`src/pafd_pkg.sv`:
```
// Constants, field layouts and types shared by the picture adjustment block.
// Assumes a single 100 MHz core clock and an active-high asynchronous reset.
//
// Overview of operation
// Contrast setting, reset 0x80, scales output luma.
// Saturation gain on colour: 0x00 weakest, 0x80 unity, 0xFF strongest.
// Signed brightness offset added to luma, zero at code 0x00.
// Signed hue setting rotates chroma, 0x7F near +90 and 0x80 at -90 degrees.
// Force-fill bit replaces decoded video with the fill values.
// Auto-fill bit replaces video with fill values while lock is lost.
// Six-bit luma fill value in bits 7 to 2, reset 000100.
// Cr fill is upper nibble then zeros, Cb lower nibble then zeros; reset 0x88.
// Field dropping only while its enable bit is set; otherwise all fields pass.
// Two-bit pattern picks frame or field dropping and starting parity.
// Skip count fields or frames, pass one, then repeat.
// Count on field parity changes; restart on enable or setting change.
package pafd_pkg;

	////////////////////////////////////////////////////////////////////////////
	// Register indices; the byte address is four times the index.
	localparam logic [5:0] PAFD_IDX_PICTURE_GAIN = 6'h08;
	localparam logic [5:0] PAFD_IDX_CHROMA_GAIN = 6'h09;
	localparam logic [5:0] PAFD_IDX_LUMA_OFFSET = 6'h0a;
	localparam logic [5:0] PAFD_IDX_HUE_ROTATION = 6'h0b;
	localparam logic [5:0] PAFD_IDX_LUMA_FILL = 6'h0c;
	localparam logic [5:0] PAFD_IDX_CHROMA_FILL = 6'h0d;
	localparam logic [5:0] PAFD_IDX_FIELD_DROP = 6'h0e;
	localparam logic [5:0] PAFD_IDX_STATUS = 6'h12;

	////////////////////////////////////////////////////////////////////////////
	// Values after reset.
	localparam logic [7:0] PAFD_RST_PICTURE_GAIN = 8'h80;
	localparam logic [7:0] PAFD_RST_CHROMA_GAIN = 8'h80;
	localparam logic [7:0] PAFD_RST_LUMA_OFFSET = 8'h00;
	localparam logic [7:0] PAFD_RST_HUE_ROTATION = 8'h00;
	localparam logic [7:0] PAFD_RST_LUMA_FILL = 8'h10;
	localparam logic [7:0] PAFD_RST_CHROMA_FILL = 8'h88;
	localparam logic [6:0] PAFD_RST_FIELD_DROP = 7'h00;

	////////////////////////////////////////////////////////////////////////////
	// Field positions.
	localparam int PAFD_FORCE_FILL_BIT = 0;
	localparam int PAFD_AUTO_FILL_BIT = 1;
	localparam int PAFD_LUMA_FILL_LSB = 2;

	////////////////////////////////////////////////////////////////////////////
	// Buffer shape.
	localparam int PAFD_FIFO_WIDTH = 24;
	localparam int PAFD_FIFO_DEPTH = 16;

	////////////////////////////////////////////////////////////////////////////
	// Types.
	typedef struct packed {
		logic [7:0] y;
		logic [7:0] cb;
		logic [7:0] cr;
	} pafd_pixel_t;

	typedef enum logic [1:0] {
		DROP_FRAME_EVEN = 2'h0,
		DROP_FRAME_ODD = 2'h1,
		DROP_EVEN_FIELDS = 2'h2,
		DROP_ODD_FIELDS = 2'h3
	} pafd_pattern_t;

	typedef struct packed {
		logic [3:0] fieldDropCount;
		pafd_pattern_t fieldDropPattern;
		logic fieldDropEnable;
	} pafd_drop_cfg_t;

	typedef enum logic [1:0] {
		DEC_OFF = 2'h0,
		DEC_PASS = 2'h1,
		DEC_DROP = 2'h3
	} pafd_dec_state_t;

endpackage : pafd_pkg

```
`src/pafd_top.sv`:
```
// Picture adjustment, fill substitution and field dropping on a pixel stream,
// with a classic Wishbone register slave and an output buffer.
// Assumes all inputs are synchronous to clk and fieldOdd changes only at fields.

////////////////////////////////////////////////////////////////////////////////
// Synchronous FIFO with a registered output stage.
module pafd_fifo
	import pafd_pkg::*;
#(
	parameter int WIDTH = PAFD_FIFO_WIDTH,
	parameter int DEPTH = PAFD_FIFO_DEPTH
)
(
	// Clock and reset
	input wire logic clk,
	input wire logic rst,
	// Fill side
	input wire logic wrValid,
	output logic wrReady,
	input wire logic [WIDTH-1:0] wrData,
	// Drain side
	output logic rdValid,
	input wire logic rdReady,
	output logic [WIDTH-1:0] rdData
);
	// DEPTH words sit in memory and one more in the output register, so the fill
	// side can run one word further ahead of a stalled drain.
	localparam int AW = $clog2(DEPTH);

	logic [WIDTH-1:0] mem [DEPTH];
	logic [AW-1:0] wrPtr;
	logic [AW-1:0] rdPtr;
	logic [AW:0] count;

	// Ready is kept in a flop of its own, so the port needs no gate behind it.
	wire logic full = !wrReady;
	wire logic push = wrValid && !full;
	wire logic empty = (count == '0);
	wire logic pop = !empty && (!rdValid || rdReady);
	wire logic [AW:0] next_count = count + (AW+1)'(push) - (AW+1)'(pop);

	// The storage has no reset; the count guards every pop, so stale words are
	// never read.
	always_ff @(posedge clk)
	begin
		if (push)
			mem[wrPtr] <= wrData;
	end

	always_ff @(posedge clk or posedge rst)
	begin
		if (rst)
		begin
			wrPtr <= '0;
			rdPtr <= '0;
			count <= '0;
			wrReady <= 1'b1;
		end
		else
		begin
			if (push)
				wrPtr <= wrPtr + 1'b1;
			if (pop)
				rdPtr <= rdPtr + 1'b1;
			count <= next_count;
			wrReady <= (next_count != (AW+1)'(DEPTH));
		end
	end

	// A pop refills the output register; without one it empties once the drain takes it.
	always_ff @(posedge clk or posedge rst)
	begin
		if (rst)
		begin
			rdValid <= 1'b0;
			rdData <= '0;
		end
		else if (pop)
		begin
			rdValid <= 1'b1;
			rdData <= mem[rdPtr];
		end
		else if (rdReady)
			rdValid <= 1'b0;
	end

endmodule : pafd_fifo

////////////////////////////////////////////////////////////////////////////////
// Top level.
module pafd_top
	import pafd_pkg::*;
(
	// Clock and reset
	input wire logic clk,
	input wire logic rst,
	// Wishbone slave
	input wire logic wb_cyc_i,
	input wire logic wb_stb_i,
	input wire logic wb_we_i,
	input wire logic [7:0] wb_adr_i,
	input wire logic [3:0] wb_sel_i,
	input wire logic [31:0] wb_dat_i,
	output logic [31:0] wb_dat_o,
	output logic wb_ack_o,
	// Decoded pixel input
	input wire logic inValid,
	output logic inReady,
	input wire pafd_pixel_t inPixel,
	input wire logic fieldOdd,
	input wire logic lineLocked,
	// Adjusted pixel output
	output logic outValid,
	input wire logic outReady,
	output pafd_pixel_t outPixel
);

	////////////////////////////////////////////////////////////////////////////
	// Arithmetic helpers.
	// Limits a signed luma sum to the eight-bit output range.
	function automatic logic [7:0] clampLuma(input logic signed [17:0] v);
		if (v < 18'sd0)
			return 8'h00;
		else if (v > 18'sd255)
			return 8'hff;
		else
			return v[7:0];
	endfunction : clampLuma

	// Scales a rotated chroma term by the saturation gain and recentres it.
	function automatic logic [7:0] chromaOut(input logic signed [19:0] rot,
		input logic [7:0] gain);
		logic signed [28:0] prod;
		logic signed [21:0] sc;
		logic signed [7:0] c;
		prod = (rot >>> 7) * $signed({1'b0, gain});
		sc = $signed(prod[28:7]);
		if (sc > 22'sd127)
			c = 8'sh7f;
		else if (sc < -22'sd128)
			c = 8'sh80;
		else
			c = sc[7:0];
		return {~c[7], c[6:0]};
	endfunction : chromaOut

	////////////////////////////////////////////////////////////////////////////
	// Registers.
	logic [7:0] pictureGainLevel;
	logic [7:0] chromaGainLevel;
	logic [7:0] lumaOffsetLevel;
	logic [7:0] hueRotation;
	logic [7:0] lumaFillReg;
	logic [7:0] chromaFillPair;
	pafd_drop_cfg_t dropCfg;
	logic [31:0] readMux;

	pafd_dec_state_t decState;
	pafd_dec_state_t next_decState;
	logic [3:0] skipCount;
	logic [3:0] next_skipCount;
	// Parity seen in the previous cycle; a difference marks a field start.
	logic prevOdd;
	pafd_drop_cfg_t lastCfg;

	////////////////////////////////////////////////////////////////////////////
	// Wishbone decode.
	// Every taken request is answered one cycle later, whatever the address.
	// Unmapped indices read as zero and ignore writes.
	// A request is taken only while ack is low, so the cycle that carries ack
	// never takes a second request.
	wire logic wbReq = wb_cyc_i && wb_stb_i && !wb_ack_o;
	wire logic wbWrite = wbReq && wb_we_i && wb_sel_i[0];
	wire logic [5:0] regIdx = wb_adr_i[7:2];
	// Fill is live when forced, or when auto fill is on and line lock is lost.
	wire logic fillActive = lumaFillReg[PAFD_FORCE_FILL_BIT] ||
		(lumaFillReg[PAFD_AUTO_FILL_BIT] && !lineLocked);

	always_comb
	begin
		readMux = 32'h0000_0000;
		if (regIdx == PAFD_IDX_PICTURE_GAIN)
			readMux[7:0] = pictureGainLevel;
		else if (regIdx == PAFD_IDX_CHROMA_GAIN)
			readMux[7:0] = chromaGainLevel;
		else if (regIdx == PAFD_IDX_LUMA_OFFSET)
			readMux[7:0] = lumaOffsetLevel;
		else if (regIdx == PAFD_IDX_HUE_ROTATION)
			readMux[7:0] = hueRotation;
		else if (regIdx == PAFD_IDX_LUMA_FILL)
			readMux[7:0] = lumaFillReg;
		else if (regIdx == PAFD_IDX_CHROMA_FILL)
			readMux[7:0] = chromaFillPair;
		else if (regIdx == PAFD_IDX_FIELD_DROP)
			readMux[7:0] = {1'b0, dropCfg};
		// Status is read only and shows the live fill and dropping state.
		else if (regIdx == PAFD_IDX_STATUS)
			readMux[7:0] = {skipCount, fieldOdd, lineLocked,
				decState == DEC_DROP, fillActive};
	end

	always_ff @(posedge clk or posedge rst)
	begin
		if (rst)
		begin
			wb_ack_o <= 1'b0;
			wb_dat_o <= 32'h0000_0000;
		end
		else
		begin
			wb_ack_o <= wbReq;
			if (wbReq)
				wb_dat_o <= readMux;
		end
	end

	always_ff @(posedge clk or posedge rst)
	begin
		if (rst)
		begin
			pictureGainLevel <= PAFD_RST_PICTURE_GAIN;
			chromaGainLevel <= PAFD_RST_CHROMA_GAIN;
			lumaOffsetLevel <= PAFD_RST_LUMA_OFFSET;
			hueRotation <= PAFD_RST_HUE_ROTATION;
			lumaFillReg <= PAFD_RST_LUMA_FILL;
			chromaFillPair <= PAFD_RST_CHROMA_FILL;
			dropCfg <= PAFD_RST_FIELD_DROP;
		end
		// Only byte lane 0 holds a register; the other lanes are ignored.
		else if (wbWrite)
		begin
			if (regIdx == PAFD_IDX_PICTURE_GAIN)
				pictureGainLevel <= wb_dat_i[7:0];
			else if (regIdx == PAFD_IDX_CHROMA_GAIN)
				chromaGainLevel <= wb_dat_i[7:0];
			else if (regIdx == PAFD_IDX_LUMA_OFFSET)
				lumaOffsetLevel <= wb_dat_i[7:0];
			else if (regIdx == PAFD_IDX_HUE_ROTATION)
				hueRotation <= wb_dat_i[7:0];
			else if (regIdx == PAFD_IDX_LUMA_FILL)
				lumaFillReg <= wb_dat_i[7:0];
			else if (regIdx == PAFD_IDX_CHROMA_FILL)
				chromaFillPair <= wb_dat_i[7:0];
			else if (regIdx == PAFD_IDX_FIELD_DROP)
				dropCfg <= wb_dat_i[6:0];
		end
	end

	////////////////////////////////////////////////////////////////////////////
	// Luma path: contrast gain then signed brightness offset.
	// Unity gain is 0x80, so the product drops seven bits; the sum stays wide and
	// signed so that the clamp sees both underflow and overflow.
	wire logic [15:0] lumaProd = inPixel.y * pictureGainLevel;
	wire logic signed [17:0] lumaSum = $signed({9'h000, lumaProd[15:7]}) +
		18'($signed(lumaOffsetLevel));

	////////////////////////////////////////////////////////////////////////////
	// Chroma path: hue rotation with a parabolic sine, then saturation gain.
	// The parabolic sine and cosine trade a little angular accuracy for having no
	// lookup table; both are exact at a hue of zero and at 0x80.
	wire logic [7:0] hueMag = hueRotation[7] ? (8'h00 - hueRotation) : hueRotation;
	wire logic [16:0] sinProd = hueMag * (9'h100 - {1'b0, hueMag});
	wire logic [15:0] hueSq = hueMag * hueMag;
	wire logic [16:0] cosProd = 17'h04000 - {1'b0, hueSq};
	wire logic signed [9:0] sinPos = $signed({1'b0, sinProd[15:7]});
	wire logic signed [9:0] sinS = hueRotation[7] ? -sinPos : sinPos;
	wire logic signed [9:0] cosS = $signed({1'b0, cosProd[15:7]});
	wire logic signed [8:0] cbC = $signed({1'b0, inPixel.cb}) - 9'sd128;
	wire logic signed [8:0] crC = $signed({1'b0, inPixel.cr}) - 9'sd128;
	wire logic signed [19:0] cbRot = cbC * cosS - crC * sinS;
	wire logic signed [19:0] crRot = crC * cosS + cbC * sinS;

	////////////////////////////////////////////////////////////////////////////
	// Output selection between adjusted video and the fill values.
	pafd_pixel_t adjPixel;
	pafd_pixel_t fillPixel;
	pafd_pixel_t selPixel;

	assign adjPixel.y = clampLuma(lumaSum);
	assign adjPixel.cb = chromaOut(cbRot, chromaGainLevel);
	assign adjPixel.cr = chromaOut(crRot, chromaGainLevel);
	assign fillPixel.y = {lumaFillReg[7:PAFD_LUMA_FILL_LSB], 2'b00};
	assign fillPixel.cr = {chromaFillPair[7:4], 4'h0};
	assign fillPixel.cb = {chromaFillPair[3:0], 4'h0};
	assign selPixel = fillActive ? fillPixel : adjPixel;

	////////////////////////////////////////////////////////////////////////////
	// Field dropping.
	// Any change of the drop setting restarts the count, so a new rate never
	// inherits a skip that was counted under the old one.
	wire logic fieldStart = (fieldOdd != prevOdd);
	wire logic cfgChange = (dropCfg != lastCfg);
	wire logic isTarget = dropCfg.fieldDropPattern[0] ? fieldOdd : !fieldOdd;
	wire logic fieldMode = dropCfg.fieldDropPattern[1];

	always_comb
	begin
		next_decState = decState;
		next_skipCount = skipCount;
		if (!dropCfg.fieldDropEnable)
		begin
			next_decState = DEC_OFF;
			next_skipCount = 4'h0;
		end
		else if (cfgChange)
		begin
			next_decState = DEC_PASS;
			next_skipCount = 4'h0;
		end
		else if (fieldStart)
		begin
			case (isTarget)
				1'b1:
				begin
					if (skipCount < dropCfg.fieldDropCount)
					begin
						next_decState = DEC_DROP;
						next_skipCount = skipCount + 4'h1;
					end
					else
					begin
						next_decState = DEC_PASS;
						next_skipCount = 4'h0;
					end
				end
				default:
				begin
					// Field modes always pass the other parity; frame modes keep the
					// decision of the field that opened the frame.
					if (fieldMode)
						next_decState = DEC_PASS;
				end
			endcase
		end
	end

	always_ff @(posedge clk or posedge rst)
	begin
		if (rst)
		begin
			decState <= DEC_OFF;
			skipCount <= 4'h0;
			prevOdd <= 1'b0;
			lastCfg <= PAFD_RST_FIELD_DROP;
		end
		else
		begin
			decState <= next_decState;
			skipCount <= next_skipCount;
			prevOdd <= fieldOdd;
			lastCfg <= dropCfg;
		end
	end

	////////////////////////////////////////////////////////////////////////////
	// Output buffer; dropped pixels are accepted and discarded.
	// The decision of a field start already applies to the pixel of that cycle,
	// and a dropped pixel still waits for ready like any other.
	wire logic dropNow = (next_decState == DEC_DROP);
	wire logic bufWrValid = inValid && !dropNow;

	pafd_fifo #(
		.WIDTH(PAFD_FIFO_WIDTH),
		.DEPTH(PAFD_FIFO_DEPTH)
	) outBuf (
		.clk(clk),
		.rst(rst),
		.wrValid(bufWrValid),
		.wrReady(inReady),
		.wrData(selPixel),
		.rdValid(outValid),
		.rdReady(outReady),
		.rdData(outPixel)
	);

endmodule : pafd_top

```
`config.mk`:
```
export PLATFORM = sky130hd
export DESIGN_NAME = pafd_top
export DESIGN_NICKNAME = d
export VERILOG_FILES = /design/src/pafd_pkg.sv /design/src/pafd_top.sv
export SDC_FILE = /design/constraint.sdc
export NUM_CORES = 2
export LEC_CHECK = 0
export ABC_AREA = 1
export BUFFER_PORTS_ARGS = -buffer_cell sky130_fd_sc_hd__buf_2
export CORE_UTILIZATION = 65
export DETAILED_ROUTE_END_ITERATION = 8
export PLACE_DENSITY_LB_ADDON = 0.08
export SETUP_SLACK_MARGIN = 0.4
export SYNTH_ARGS = -nofsm -noshare
export SYNTH_HDL_FRONTEND = slang
export SYNTH_SLANG_ARGS = --single-unit
export TNS_END_PERCENT = 1
```
`constraint.sdc`:
```
create_clock -name clk -period 25.9 [get_ports clk]
set_clock_uncertainty 0.15 [all_clocks]
set_input_delay 2.59 -clock clk [delete_from_list [all_inputs] [get_ports clk]]
set_output_delay 2.59 -clock clk [all_outputs]
set_load 0.03 [all_outputs]
```
* Yosys cells after proc, flatten, opt, wreduce, memory -nomap -nowiden
Memory sizes are Yosys's and may differ from the RTL's. A register that Yosys moved wholly into a read port is not among the register bits. Index checks and enable logic that the tools add are counted. Widths: inputs -> output; s select.
Word-level totals: register bits 93, RAM bits 384, input bits 77, output and inout bits 59, word-level logic and storage cells 135, memories 1
Memories:
- outBuf.mem | depth 16, width 24, rd ports 1, clocked after memory_dff 1, wr ports 1, line pafd_top.sv:30 | logic [WIDTH-1:0] mem [DEPTH];
Operators by class: $add $sub $neg 14, multipliers 9, $lt $le $gt $ge 7, eq/ne operators 15, multiplexer cells 33, bitwise gates (word level) 8, reduce and logical (&&, ||, !) cells 26
Operators by type and width (count):
- $mux 8 | 15
- $mul 9x10->19 | 4
- $mul 13x9->22 | 2
- $eq 6x4->1 const B | 7
- $mul 8x8->16 | 2
- $gt 15x8->1 const B | 2
- $lt 15x8->1 const B | 2
- $mux 24 | 1
- $add 19x19->20 | 1
- $mux 4 | 5
- $sub 19x19->20 | 1
- $sub 8x8->9 const B | 2
- $mul 9x10->16 | 1
- $sub 15x16->16 const A | 1
- $add 4x1->4 const B | 3
- $mux 2 | 6
- $add 10x8->11 | 1
- $gt 11x9->1 const B | 1
- $lt 11x1->1 const B | 1
- $mux 10 | 1
- $neg 9->10 | 1
- $sub 9x8->10 const A | 1
- $logic_and 1x1->1 | 8
- $not 1->1 | 8
- 22 further kinds | 35

* Depth between registers and ports, before layout
depth in word-level cells 14, gate-level depth with buffers 103, mapped depth without buffers 100

* Hierarchy
Synthesis repeated with hierarchy kept, for this count alone.
Unflattened totals: cells, all modules 5364, area, all modules 48096.1 um^2
By module, submodules not included:
- pafd_top | times used 1, cells each 3916, area each 30994.7 um^2, sequential area each 1958.1 um^2
- pafd_fifo | times used 1, cells each 1448, area each 17101.4 um^2, sequential area each 12508.2 um^2

* Least setup slack after synthesis
No wires, ideal clock.
path type register -> register, start point register hueRotation[0], end point memory outBuf.mem[0][4] (netlist name), data pin, setup time 291 ps, arrival 16579 ps, data required time 25459 ps, path slack 8879 ps, stages on the path, launching flop included 88, buffers on the path 2, period minus slack after synthesis 17021 ps, path through dfrtp_1 clkbuf_1 inv_1 ha_1 o21ai_0 nand2_1 nor3_1 inv_1 nor4_1 ha_1 or2_2 fa_1 inv_1 fa_1 fa_1 fa_1 ha_1 a21o_1 [... 52 more ...] fa_1 inv_1 fa_1 inv_1 ha_1 a21oi_1 o21ai_0 inv_1 nor2_1 a2111oi_0 nand2_1 nand2_1 nand2_1 nor2_1 nand2_1 nand2_2 nand2_1 a21oi_1
Between the ends: cells in the longest elaborated chain, start to end 13, elaborated cells on any way between the ends 17, classes of those cells add/sub (5); mul (5); order compare (2); mux (5)
Ends and longest elaborated chain:
- start, declared | line pafd_top.sv:152 | logic [7:0] hueRotation;
- start signal, assigned | line pafd_top.sv:239 | hueRotation <= wb_dat_i[7:0];
- $sub 1x8->8 | line pafd_top.sv:261 | wire logic [7:0] hueMag = hueRotation[7] ? (8'h00 - hueRotation) : hueRotation;
- $mux 8 * | line pafd_top.sv:261
- $sub 9x8->10 | line pafd_top.sv:262 | wire logic [16:0] sinProd = hueMag * (9'h100 - {1'b0, hueMag});
- $mul 9x10->16 | line pafd_top.sv:262
- $neg 9->10 | line pafd_top.sv:266 | wire logic signed [9:0] sinS = hueRotation[7] ? -sinPos : sinPos;
- $mux 10 | line pafd_top.sv:266
- $mul 9x10->19 | line pafd_top.sv:271 | wire logic signed [19:0] crRot = crC * cosS + cbC * sinS;
- $add 19x19->20 * | line pafd_top.sv:271
- $mul 13x9->22 * | line pafd_top.sv:136 | prod = (rot >>> 7) * $signed({1'b0, gain});
- $lt 15x8->1 | line pafd_top.sv:140 | else if (sc < -22'sd128)
- $mux 8 | line pafd_top.sv:140
- $mux 8 * | line pafd_top.sv:138 | if (sc > 22'sd127)
- $mux 24 * | line pafd_top.sv:285 | assign selPixel = fillActive ? fillPixel : adjPixel;
- named net outBuf.wrData[4] | line pafd_top.sv:20 | input wire logic [WIDTH-1:0] wrData,
- end, declared | line pafd_top.sv:30
Mark *: on every way through the listed nets, which the timed path passes. The rest lies on a longest branch.

* Worst setup path in the final report
start point register hueRotation[0], end point memory outBuf.mem[4][0] (netlist name), data pin
Same word-level chain as after synthesis.

==> flow_summary.toml <==
[run_status]
outcome = "complete, no violations"

[detailed_routing]
drt_first_pass_iters = 6
vias = 34700
via_per_inst = 5.68
top_layer = "met4"
initialDrtViolationCount = 3134
totalWireLength_um = 113000
dr_wl_met2_um = 50300
wl_met1_um = 46800
postRouteAntennaNets = 0
wl_met3_um = 12500
wl_per_cell_um = 18.5
drc = 0

[grt]
gr-usage-all-layers = 0.320
gr-total-overflow = 0
grt_start_max_net_pins = 109
antenna_found_initial = 3
grt_pass1_wl_um = 184000
first_global_vias = 35700

[sta]
max_freq_ghz = 0.0483
setup_viol = 0
hold_viol_final = 0
grt_setup_unrepaired = "false"
worst_pin_slew_ns = 1.40
fin_setup_tns_ns = 0
maxSlewHeadroom = 0.0683
hold_ws_ns = 0.315
period_minus_slack_ns = 20.69
finalMaxSlewViolations = 0
fin_crit_sh = 0.799

[logic_synthesis]
syn-mean-instance-area_um2 = 9.21
syn-instance-count = 5134
ys.flop_type = "edfxtp_1"
ys_warn_count = 0
syn_area_um2 = 47300
synth-edff-count = 384
ys_ff_latch = 501
async_flop_share = 0.234
synthDistinctLibCells = 58
yosysSeqAreaShare = 0.306

[cells_and_area]
area_growth_pct = 5.55
final_common_cell = "inv_1"
finish.utilization = 0.695
final_cell_mix = "inv_1 (1013), nand2_1 (748), nor2_1 (667)"
final.fill_count = 5710
fin_nets = 6180
drive_above_1_share = 0.0539
n_antenna_cell = 0

[clocking]
cts_buffers = 46
clk-insertion-delay-late_ns = 0.58
htreeDepth = 2
clk_transition_reported_paths_ns = 0.07
cts_resized = 0
cts.sinks = 501
cts_tree = "done"
cts_hold_buffers = 0
cts_setup_buffers = 0
cts_root_buf = "clkbuf_16"
cts_buffer_depth = 3

[setup_path]
worst_setup_path_end_kind = "flip-flop"
r2r_start = "hueRotation[0]"
path_buf_inv = 18
crit_arrival_ns = 20.71
worstSetupPathType = "reg2reg"
max_stage_delay_ns = 1.06
cp.required_ns = 25.91
crit_fanout = 17
startpoint = "hueRotation[0]"
critPathLaunchType = "flip-flop"
path_delay_family = "adder cells"
path_common_cell = "nand2_1"
slowest_stage = "a21oi_1"

[place]
port_buffers = 82
gp_congestion = 0.905
dpl.hpwl_um = 81200

[floorplanning]
num_rows = 98
ios = 136
die_area_um2 = 73800
die_x_um = 272
core_um2 = 71700
start_util = 0.659
dieHeight_um = 272

[worst_hold_path]
min_path_type = "reg2reg"
hp-start = "wb_ack_o"

[run]
drv_cap = 0
-- metrics by stage --
| stage | worst slack, ns | instances | area, µm² |
|---|---|---|---|
| after detailed placement | 5.48 | 6027 | 48500 |
| after global routing | 3.88 | 6112 | 49900 |
| after floorplan | 8.88 | 5168 | 47400 |
| after CTS | 5.45 | 6112 | 49900 |
| after global placement | 5.74 | 6027 | 48500 |
| final | 5.21 | 6112 | 49900 |
-- state kept, by name, indices dropped and copies added, names as in the netlist --
signal,count
outBuf.rdPtr,4
chromaFillPair,8
outBuf.mem,384
chromaGainLevel,8
lumaFillReg,8
pictureGainLevel,8
lumaOffsetLevel,8
dropCfg,7
outBuf.count,5
skipCount,4
wb_ack_o,1
lastCfg,7
decState,2
outBuf.wrReady,1
outBuf.wrPtr,4
prevOdd,1
hueRotation,8
wb_dat_o,8
outBuf.rdValid,1
outBuf.rdData,24
-- cell usage after synthesis (27+ instances only) --
| master | n | area, µm² |
|---|---|---|
| a21oi_1 | 108 | 541 |
| a31oi_1 | 27 | 169 |
| clkbuf_1 | 164 | 616 |
| dfrtp_1 | 111 | 2780 |
| edfxtp_1 | 384 | 11500 |
| fa_1 | 579 | 11600 |
| ha_1 | 399 | 4990 |
| inv_1 | 1017 | 3820 |
| nand2_1 | 748 | 2810 |
| nand3_1 | 119 | 596 |
| nor2_1 | 683 | 2560 |
| o21ai_0 | 325 | 1630 |
| o221ai_1 | 75 | 657 |
| o22ai_1 | 27 | 169 |
| xnor2_1 | 40 | 350 |
| xor2_1 | 69 | 604 |
-- layout make-up --
| class | instances | area (µm²) | area share |
|---|---|---|---|
| clock inverter | 19 | 135 | 0.00271 |
| sequential | 501 | 14500 | 0.290 |
| inverter | 1044 | 3930 | 0.0787 |
| timing repair buffer | 110 | 621 | 0.0124 |
| multi-input combinational | 3422 | 28300 | 0.567 |
| clock buffer | 66 | 1260 | 0.0253 |
| tap | 950 | 1190 | 0.0238 |
-- cells by family after synthesis --
logic type / Yosys count / synth area share
and+or+nand+nor: 1679 / 0.145
buffers and inverters: 1245 / 0.101
adders and majority gates: 979 / 0.351
AOI/OAI and AO/OA: 617 / 0.0762
DFF: 501 / 0.306
xor gates and xnor gates: 111 / 0.0209
other: 2 / 0.000159
-- worst paths after layout --
| check | cells past startpoint | end | slack (ns) |
|---|---|---|---|
| max | 87 | outBuf.mem[4][0] | 5.21 |
| min | 1 | wb_ack_o | 0.32 |
| max reg2reg | 87 | outBuf.mem[4][0] | 5.21 |
| min reg2reg | 1 | wb_ack_o | 0.32 |
| max in group asynchronous | 3 | pictureGainLevel[3] | 22.32 |
| min in group asynchronous | 2 | outBuf.rdData[0] | 1.99 |
-- per-layer routing --
metal  GRT usage  vias up
li1            -    16100
met1       0.452    16900
met2       0.499     1563
met3      0.0746      208
met4      0.0880        0
met5     0.00193        -
Power is not shown: default switching activity piles up to over one toggle a cycle in this logic, so the estimate is an artifact.
